**config.mk**
```make
export PLATFORM = sky130hd
export DESIGN_NAME = pioc_top
export DESIGN_NICKNAME = d
export VERILOG_FILES = /design/src/rtl/pioc_pkg.sv /design/src/rtl/pioc_drive.sv /design/src/rtl/pioc_top.sv
export VERILOG_INCLUDE_DIRS = /design/src /design/src/rtl
export SDC_FILE = /design/constraint.sdc
export NUM_CORES = 1
export LEC_CHECK = 0
export BUFFER_PORTS_ARGS = -buffer_cell sky130_fd_sc_hd__buf_2
export CORE_ASPECT_RATIO = 0.8
export CORE_MARGIN = 2
export CORE_UTILIZATION = 55
export DETAILED_ROUTE_END_ITERATION = 10
export PLACE_DENSITY = 0.78
export SETUP_SLACK_MARGIN = 0.15
export SYNTH_ARGS = -nofsm -noshare
export SYNTH_HDL_FRONTEND = slang
export SYNTH_HIERARCHICAL = 1
export SYNTH_SLANG_ARGS = --single-unit
```
**constraint.sdc**
```tcl
create_clock -name mclk_i -period 1.9 [get_ports mclk_i]
set_clock_uncertainty 0.1 [all_clocks]
set_input_delay 0.285 -clock mclk_i [delete_from_list [all_inputs] [get_ports mclk_i]]
set_output_delay 0.285 -clock mclk_i [all_outputs]
set_load 0.02 [all_outputs]
```
**src/rtl/pioc_consts.svh**
```systemverilog
// constants for the port i/o pin control block
`ifndef PIOC_CONSTS_SVH
`define PIOC_CONSTS_SVH

`define PIOC_PIN_COUNT     15
`define PIOC_P2_WIDTH      6

`define PIOC_ADDR_PORT0    8'h80
`define PIOC_ADDR_PORT2    8'hA0
`define PIOC_ADDR_PORT3    8'hB0
`define PIOC_ADDR_MODE0    8'hA4
`define PIOC_ADDR_MODE2    8'hA6
`define PIOC_ADDR_MODE3    8'hA7
`define PIOC_ADDR_GCTL     8'hE2

`define PIOC_GCTL_PUD_BIT  7
`define PIOC_GCTL_INEN_BIT 6
`define PIOC_GCTL_CKOE_BIT 0

`define PIOC_PORT_RST      8'hFF
`define PIOC_MODE_RST      8'h00
`define PIOC_GCTL_RST      8'h00

`define PIOC_PIN_CKOUT     0
`define PIOC_PIN_EXTCLK    3
`define PIOC_PIN_TX        4
`define PIOC_PIN_RX        5
`define PIOC_PIN_INT0      2

`endif

```
**src/rtl/pioc_pkg.sv**
```systemverilog
// types shared by the port i/o pin control block
`default_nettype none
package pioc_pkg;

  typedef enum logic [2:0] {
    PIOC_REG_NONE  = 3'h0,
    PIOC_REG_PORT0 = 3'h1,
    PIOC_REG_PORT2 = 3'h2,
    PIOC_REG_PORT3 = 3'h3,
    PIOC_REG_MODE0 = 3'h4,
    PIOC_REG_MODE2 = 3'h5,
    PIOC_REG_MODE3 = 3'h6,
    PIOC_REG_GCTL  = 3'h7
  } pioc_reg_type;

endpackage
`default_nettype wire

```
**src/rtl/pioc_drive.sv**
```systemverilog
// per-pin driver and weak pullup decode for all port pins
`timescale 1ns/100ps
`default_nettype none
`include "pioc_consts.svh"

module pioc_drive (
  input  wire logic [`PIOC_PIN_COUNT-1:0] drive_i,
  input  wire logic [`PIOC_PIN_COUNT-1:0] latch_i,
  input  wire logic [`PIOC_PIN_COUNT-1:0] mode_i,
  input  wire logic                       pullup_disable_i,
  output logic      [`PIOC_PIN_COUNT-1:0] out_o,
  output logic      [`PIOC_PIN_COUNT-1:0] oe_o,
  output logic      [`PIOC_PIN_COUNT-1:0] pullup_o
);

  always_comb begin
    // open-drain: only the low driver; push-pull: always one driver on
    out_o    = drive_i & mode_i;
    oe_o     = mode_i | ~drive_i;
    // pullup only for an open-drain pin whose latch bit is 1, saves current otherwise
    pullup_o = {`PIOC_PIN_COUNT{~pullup_disable_i}}
               & ~mode_i & latch_i;
  end

endmodule // pioc_drive
`default_nettype wire

```
**src/rtl/pioc_top.sv**
```systemverilog
// port i/o pin control: port latches, output modes, pin routing
`timescale 1ns/100ps
`default_nettype none
`include "pioc_consts.svh"

module pioc_top
  import pioc_pkg::*;
(
  input  wire logic                       mclk_i,
  input  wire logic                       rst_n_i,
  input  wire logic [7:0]                 sfr_addr_i,
  input  wire logic                       sfr_wr_i,
  input  wire logic [7:0]                 sfr_wdata_i,
  input  wire logic                       sfr_bit_wr_i,
  input  wire logic [2:0]                 sfr_bit_sel_i,
  input  wire logic                       sfr_bit_val_i,
  input  wire logic                       sfr_rd_i,
  input  wire logic                       sfr_rmw_i,
  output logic      [7:0]                 sfr_rdata_o,
  input  wire logic [`PIOC_PIN_COUNT-1:0] pin_in_i,
  output logic      [`PIOC_PIN_COUNT-1:0] pin_out_o,
  output logic      [`PIOC_PIN_COUNT-1:0] pin_oe_o,
  output logic      [`PIOC_PIN_COUNT-1:0] pin_pullup_o,
  input  wire logic                       uart_tx_i,
  output logic                            uart_rx_o,
  output logic                            external_clock_input_o,
  output logic                            external_interrupt_zero_o
);

  function automatic pioc_reg_type reg_decode(input logic [7:0] addr);
    case (addr)
      `PIOC_ADDR_PORT0: reg_decode = PIOC_REG_PORT0;
      `PIOC_ADDR_PORT2: reg_decode = PIOC_REG_PORT2;
      `PIOC_ADDR_PORT3: reg_decode = PIOC_REG_PORT3;
      `PIOC_ADDR_MODE0: reg_decode = PIOC_REG_MODE0;
      `PIOC_ADDR_MODE2: reg_decode = PIOC_REG_MODE2;
      `PIOC_ADDR_MODE3: reg_decode = PIOC_REG_MODE3;
      `PIOC_ADDR_GCTL:  reg_decode = PIOC_REG_GCTL;
      default:          reg_decode = PIOC_REG_NONE;
    endcase
  endfunction

  // register state
  logic [7:0]               port0_latch_r, port0_latch_nxt;
  logic [5:0]               port2_latch_r, port2_latch_nxt;
  logic                     port3_latch_r, port3_latch_nxt;
  logic [7:0]               port0_mode_r,  port0_mode_nxt;
  logic [5:0]               port2_mode_r,  port2_mode_nxt;
  logic                     port3_mode_r,  port3_mode_nxt;
  logic                     pullup_disable_r, pullup_disable_nxt;
  logic                     global_input_enable_r, global_input_enable_nxt;
  logic                     clock_out_enable_r, clock_out_enable_nxt;
  logic [7:0]               rdata_r, rdata_nxt;
  pioc_reg_type             reg_sel;

  // pin state
  logic [`PIOC_PIN_COUNT-1:0] in_s1_r, in_s2_r;
  logic [`PIOC_PIN_COUNT-1:0] in_s1_nxt, in_s2_nxt;
  logic [`PIOC_PIN_COUNT-1:0] out_r, oe_r, pullup_r;
  logic [`PIOC_PIN_COUNT-1:0] out_nxt, oe_nxt, pullup_nxt;
  logic                       rx_r, extclk_r, int0_r;
  logic                       rx_nxt, extclk_nxt, int0_nxt;
  logic [`PIOC_PIN_COUNT-1:0] latch_v, mode_v, drive_v, pin_v;

  assign latch_v = {port3_latch_r, port2_latch_r, port0_latch_r};
  assign mode_v  = {port3_mode_r, port2_mode_r, port0_mode_r};
  // pins that fail the input enable read as zero
  assign pin_v   = in_s2_r & {`PIOC_PIN_COUNT{global_input_enable_r}};

  always_comb begin
    drive_v = latch_v;
    drive_v[`PIOC_PIN_TX] = latch_v[`PIOC_PIN_TX] & uart_tx_i;
  end

  // register file next state
  always_comb begin
    port0_latch_nxt         = port0_latch_r;
    port2_latch_nxt         = port2_latch_r;
    port3_latch_nxt         = port3_latch_r;
    port0_mode_nxt          = port0_mode_r;
    port2_mode_nxt          = port2_mode_r;
    port3_mode_nxt          = port3_mode_r;
    pullup_disable_nxt      = pullup_disable_r;
    global_input_enable_nxt = global_input_enable_r;
    clock_out_enable_nxt    = clock_out_enable_r;
    rdata_nxt               = rdata_r;
    reg_sel                 = reg_decode(sfr_addr_i);
    if (sfr_wr_i) begin
      case (reg_sel)
        PIOC_REG_PORT0: port0_latch_nxt = sfr_wdata_i;
        PIOC_REG_PORT2: port2_latch_nxt = sfr_wdata_i[5:0];
        PIOC_REG_PORT3: port3_latch_nxt = sfr_wdata_i[0];
        PIOC_REG_MODE0: port0_mode_nxt  = sfr_wdata_i;
        PIOC_REG_MODE2: port2_mode_nxt  = sfr_wdata_i[5:0];
        PIOC_REG_MODE3: port3_mode_nxt  = sfr_wdata_i[0];
        PIOC_REG_GCTL: begin
          pullup_disable_nxt      = sfr_wdata_i[`PIOC_GCTL_PUD_BIT];
          global_input_enable_nxt = sfr_wdata_i[`PIOC_GCTL_INEN_BIT];
          clock_out_enable_nxt    = sfr_wdata_i[`PIOC_GCTL_CKOE_BIT];
        end
        default: ;
      endcase
    end else if (sfr_bit_wr_i) begin
      // bits beyond a port's width are ignored
      case (reg_sel)
        PIOC_REG_PORT0: port0_latch_nxt[sfr_bit_sel_i] = sfr_bit_val_i;
        PIOC_REG_PORT2: begin
          if (sfr_bit_sel_i < 3'h6) begin
            port2_latch_nxt[sfr_bit_sel_i] = sfr_bit_val_i;
          end
        end
        PIOC_REG_PORT3: begin
          if (sfr_bit_sel_i == 3'h0) begin
            port3_latch_nxt = sfr_bit_val_i;
          end
        end
        default: ;
      endcase
    end
    if (sfr_rd_i) begin
      rdata_nxt = 8'h00;
      case (reg_sel)
        PIOC_REG_PORT0: begin
          rdata_nxt = sfr_rmw_i ? port0_latch_r : pin_v[7:0];
        end
        PIOC_REG_PORT2: begin
          rdata_nxt[5:0] = sfr_rmw_i ? port2_latch_r : pin_v[13:8];
        end
        PIOC_REG_PORT3: begin
          rdata_nxt[0] = sfr_rmw_i ? port3_latch_r : pin_v[14];
        end
        PIOC_REG_MODE0: rdata_nxt      = port0_mode_r;
        PIOC_REG_MODE2: rdata_nxt[5:0] = port2_mode_r;
        PIOC_REG_MODE3: rdata_nxt[0]   = port3_mode_r;
        PIOC_REG_GCTL: begin
          rdata_nxt[`PIOC_GCTL_PUD_BIT]  = pullup_disable_r;
          rdata_nxt[`PIOC_GCTL_INEN_BIT] = global_input_enable_r;
          rdata_nxt[`PIOC_GCTL_CKOE_BIT] = clock_out_enable_r;
        end
        default: ;
      endcase
    end
  end

  always_ff @(posedge mclk_i or negedge rst_n_i) begin
    if (!rst_n_i) begin
      port0_latch_r         <= `PIOC_PORT_RST;
      port2_latch_r         <= 6'h3F;
      port3_latch_r         <= 1'b1;
      port0_mode_r          <= `PIOC_MODE_RST;
      port2_mode_r          <= 6'h00;
      port3_mode_r          <= 1'b0;
      pullup_disable_r      <= 1'b0;
      global_input_enable_r <= 1'b0;
      clock_out_enable_r    <= 1'b0;
      rdata_r               <= 8'h00;
    end else begin
      port0_latch_r         <= port0_latch_nxt;
      port2_latch_r         <= port2_latch_nxt;
      port3_latch_r         <= port3_latch_nxt;
      port0_mode_r          <= port0_mode_nxt;
      port2_mode_r          <= port2_mode_nxt;
      port3_mode_r          <= port3_mode_nxt;
      pullup_disable_r      <= pullup_disable_nxt;
      global_input_enable_r <= global_input_enable_nxt;
      clock_out_enable_r    <= clock_out_enable_nxt;
      rdata_r               <= rdata_nxt;
    end
  end

  pioc_drive u_drive (
    .drive_i          (drive_v),
    .latch_i          (latch_v),
    .mode_i           (mode_v),
    .pullup_disable_i (pullup_disable_r),
    .out_o            (out_nxt),
    .oe_o             (oe_nxt),
    .pullup_o         (pullup_nxt)
  );

  // pin side next state
  always_comb begin
    in_s1_nxt  = pin_in_i;
    in_s2_nxt  = in_s1_r;
    // the sampled external clock is only good well below mclk/2
    extclk_nxt = pin_v[`PIOC_PIN_EXTCLK];
    rx_nxt     = pin_v[`PIOC_PIN_RX];
    int0_nxt   = pin_v[`PIOC_PIN_INT0];
  end

  always_ff @(posedge mclk_i or negedge rst_n_i) begin
    if (!rst_n_i) begin
      in_s1_r  <= '0;
      in_s2_r  <= '0;
      out_r    <= '0;
      oe_r     <= '0;
      pullup_r <= '0;
      rx_r     <= 1'b0;
      extclk_r <= 1'b0;
      int0_r   <= 1'b0;
    end else begin
      in_s1_r  <= in_s1_nxt;
      in_s2_r  <= in_s2_nxt;
      out_r    <= out_nxt;
      oe_r     <= oe_nxt;
      pullup_r <= pullup_nxt;
      rx_r     <= rx_nxt;
      extclk_r <= extclk_nxt;
      int0_r   <= int0_nxt;
    end
  end

  // inverted core clock cannot pass a flop, so bit0 is muxed after it
  always_comb begin
    pin_out_o = out_r;
    pin_oe_o  = oe_r;
    if (clock_out_enable_r) begin
      pin_out_o[`PIOC_PIN_CKOUT] = port0_mode_r[0] & ~mclk_i;
      pin_oe_o[`PIOC_PIN_CKOUT]  = port0_mode_r[0] | mclk_i;
    end
  end

  assign pin_pullup_o              = pullup_r;
  assign sfr_rdata_o               = rdata_r;
  assign uart_rx_o                 = rx_r;
  assign external_clock_input_o    = extclk_r;
  assign external_interrupt_zero_o = int0_r;
endmodule // pioc_top
`default_nettype wire

```
==> impl_metrics.toml <==
[sta]
fin_hold_ws_ns = 0.0713
setup_violations = 0
relSlewSlack = 0.698
finalMaxSlewViolations = 0
rsz0062_at_grt = "yes"
worstMarginPinSlew_ns = 0.454
finalHoldViolations = 0

[clock_network]
worstSkewPairLatency_ns = 0.53
tritoncts = "yes"
path_clk_slew_ns = 0.05

[placed_design]
place.gp.congestion = 0.929
placed_cells = 610
place.detailed.hpwl_um = 7610
placed_area_sq_um = 5690
place.port_buffers = 97

[global_routing]
busiest_layer = "met2"
grtUsageMet3 = 0.0769
grt_use_met1 = 0.334
grt_max_degree = 44
grtUsageMet2 = 0.367
grt_overflow = 0
grt_use_total = 0.249
antenna_found_initial = 0
grt_pass1_vias = 3745
grt_first_pass_wirelength_um = 19000

[setup_path]
reg2regPathDepth = 4
r2r-start = "global_input_enable_r"
crit_type = "clock port to output port"
crit_top_cell = "clkbuf_16"
cp-end-kind = "output port"
r2r_slack_ns = 0.34
crit_fanout = 2
crit_chain = "clkbuf_16 -> clkbuf_16 -> nor2_4 -> a21oi_2 -> buf_6"
start_kind = "clock port"
arrival_ns = 1.49
worstPathRequired_ns = 1.51
cpPeakStageDelay_ns = 0.13
cpMaxStageDelayCell = "clkbuf_16"
r2r-end = "sfr_rdata_o[6]"

[drt]
antenna_left = 0
dr.pass1.iters = 5
routed_via_density = 5.50
wire_per_inst_um = 17.4
drt_iter0_drc = 216
drc_errors = 0
vias = 3704
routed_wl_um = 11700

[finish]
fin_nets = 586
antenna_cells = 0
stdcell_area_sq_um = 6680
final_core_util = 0.740
final_cells = 673
syn2layout_area_growth_pct = 31.1
layout-drive-gt1-share = 0.405

[power]
ir_drop_v = 0.000790
leakage_nw = 3.10
power_density_nw_per_um2 = 1020
totalPowerFinal_w = 0.00683

[worst_hold_path]
whs_path_depth = 2
hp-class = "input port to flip-flop"
min_delay_worst_endpoint = "sfr_rdata_o[2]"
min_from = "sfr_rd_i"

[synth]
synth_edf_count = 0
synth_cell_type_count = 57
ys_seq_area_frac = 0.588
synthArstFlopShare = 1.00
dominantRegCellSynth = "dfrtp_1"
syn_nets = 458
yosysMostFrequentCell = "dfrtp_1"
synth_area_leader_cell = "dfrtp_1"
synth-seq-cells = 119
synth_commonest_cells = "104 x dfrtp_1, 30 x nand2_1, 28 x buf_4"
postSynthAreaPerCell_sq_um = 12.3
postSynthCellCount = 416
synth_area_leaders = "dfrtp_1 51%, dfstp_2 7.7%, mux2_2 4.6%"
yosysTopAreaCellShare = 0.510
yosysWarnings = 6
netlist_area_sq_um = 5100

[run]
drv_cap = 0

[floorplanning]
rows = 31
core_sq_um = 9040
die_h_um = 90.1
io_pins = 98
dieArea_sq_um = 10100
start_util = 0.564
die_x_um = 112

[status]
status = "finished clean"
stage by stage:
step | setup TNS [ns] | setup WS, ns
final | 0 | 0.0214
after global routing | 0 | 0.00247
after CTS | 0 | 0.0279
after detailed placement | -1.35 | -0.144
after global placement | -0.988 | -0.117
after floorplan | 0 | 0.0379
critical path, delay by kind of cell:
family                 cells  cell delay, ns
and+or+nand+nor            1            0.07
AOI/OAI and AO/OA          1            0.07
buffers and inverters      3            0.39
metal layers:
layer / up-vias / routed length (um)
li1: 1688 / -
met2: 182 / 5420
met3: 25 / 865
met5: - / 0
met4: 0 / 247
met1: 1809 / 5150
placed cells by master (no fill, tap or decap), types with 4 or more instances in the layout:
cell type	count
a21oi_1	12
a31oi_1	9
and2_1	19
buf_2	94
buf_4	28
clkbuf_1	5
clkbuf_16	21
clkinv_2	6
dfrtp_1	102
dfstp_2	15
dlygate4sd3_1	25
inv_1	6
mux2_1	7
mux2_2	21
mux2i_1	5
nand2_1	30
nand2b_1	18
nand3b_1	11
nor2_1	19
nor3b_1	7
nor3b_2	10
o21ai_0	8
o21ai_1	6
o21bai_1	4
o31ai_1	4
or4_1	6
power breakdown:
group | leakage, nW | switching, W | total (W) | internal (W)
clock network | 0.362 | 0.00121 | 0.00368 | 0.00247
logic | 1.29 | 0.000255 | 0.000453 | 0.000198
registers | 1.44 | 0.0000642 | 0.00270 | 0.00263
total | 3.10 | 0.00153 | 0.00683 | 0.00531
registers in the layout, indices dropped and copies added, names as in the netlist, 6 cells and up:
name,cells
port2_latch_r,6
port0_mode_r,8
port2_mode_r,6
port0_latch_r,8
in_s1_r,15
out_r,15
sfr_rdata_o,8
oe_r,15
in_s2_r,15
pin_pullup_o,15
how the worst max path moves through the flow:
stage                        startpoint          endpoint  slack, ns  cells past startpoint
after floorplan           sfr_addr_i[2]  port2_latch_r[5]       0.04                      4
after global placement    sfr_addr_i[2]  port2_latch_r[5]      -0.12                      5
after detailed placement  sfr_addr_i[2]  port2_latch_r[5]      -0.14                      5
after CTS                        mclk_i       pin_oe_o[0]       0.03                      5
after global routing             mclk_i       pin_oe_o[0]      0.002                      5
final                            mclk_i       pin_oe_o[0]       0.02                      5
cells by family (layout without fill, tap and decap cells):
family                 count (synthesis)  count (layout)  share of synthesized area
buffers and inverters                 53             195                     0.0618
muxes                                 36              36                     0.0805
DFF                                  119             119                      0.588
AOI/OAI and AO/OA                     63              63                     0.0847
and+or+nand+nor                      145             145                      0.185
what timing repair did:
action / 4_1_cts / 5_1_grt
hold buffers: 25 / 0
pin swaps: 1 / 0
cloned: 0 / 0
endpoints found under the hold margin: 98 / 0
endpoints found under the setup margin: 3 / 4
gates resized for setup: 10 / 2
buffers inserted: 0 / 1
layout make-up:
type	count	area [sq um]
Sequential cell	119	3000
Clock inverter	10	129
Clock buffer	29	581
Tap cell	115	144
Fill cell	593	2350
Timing Repair Buffer	150	991
Multi-Input combinational cell	244	1820
Inverter	6	22.5
Power figures use the tool's default switching activity.
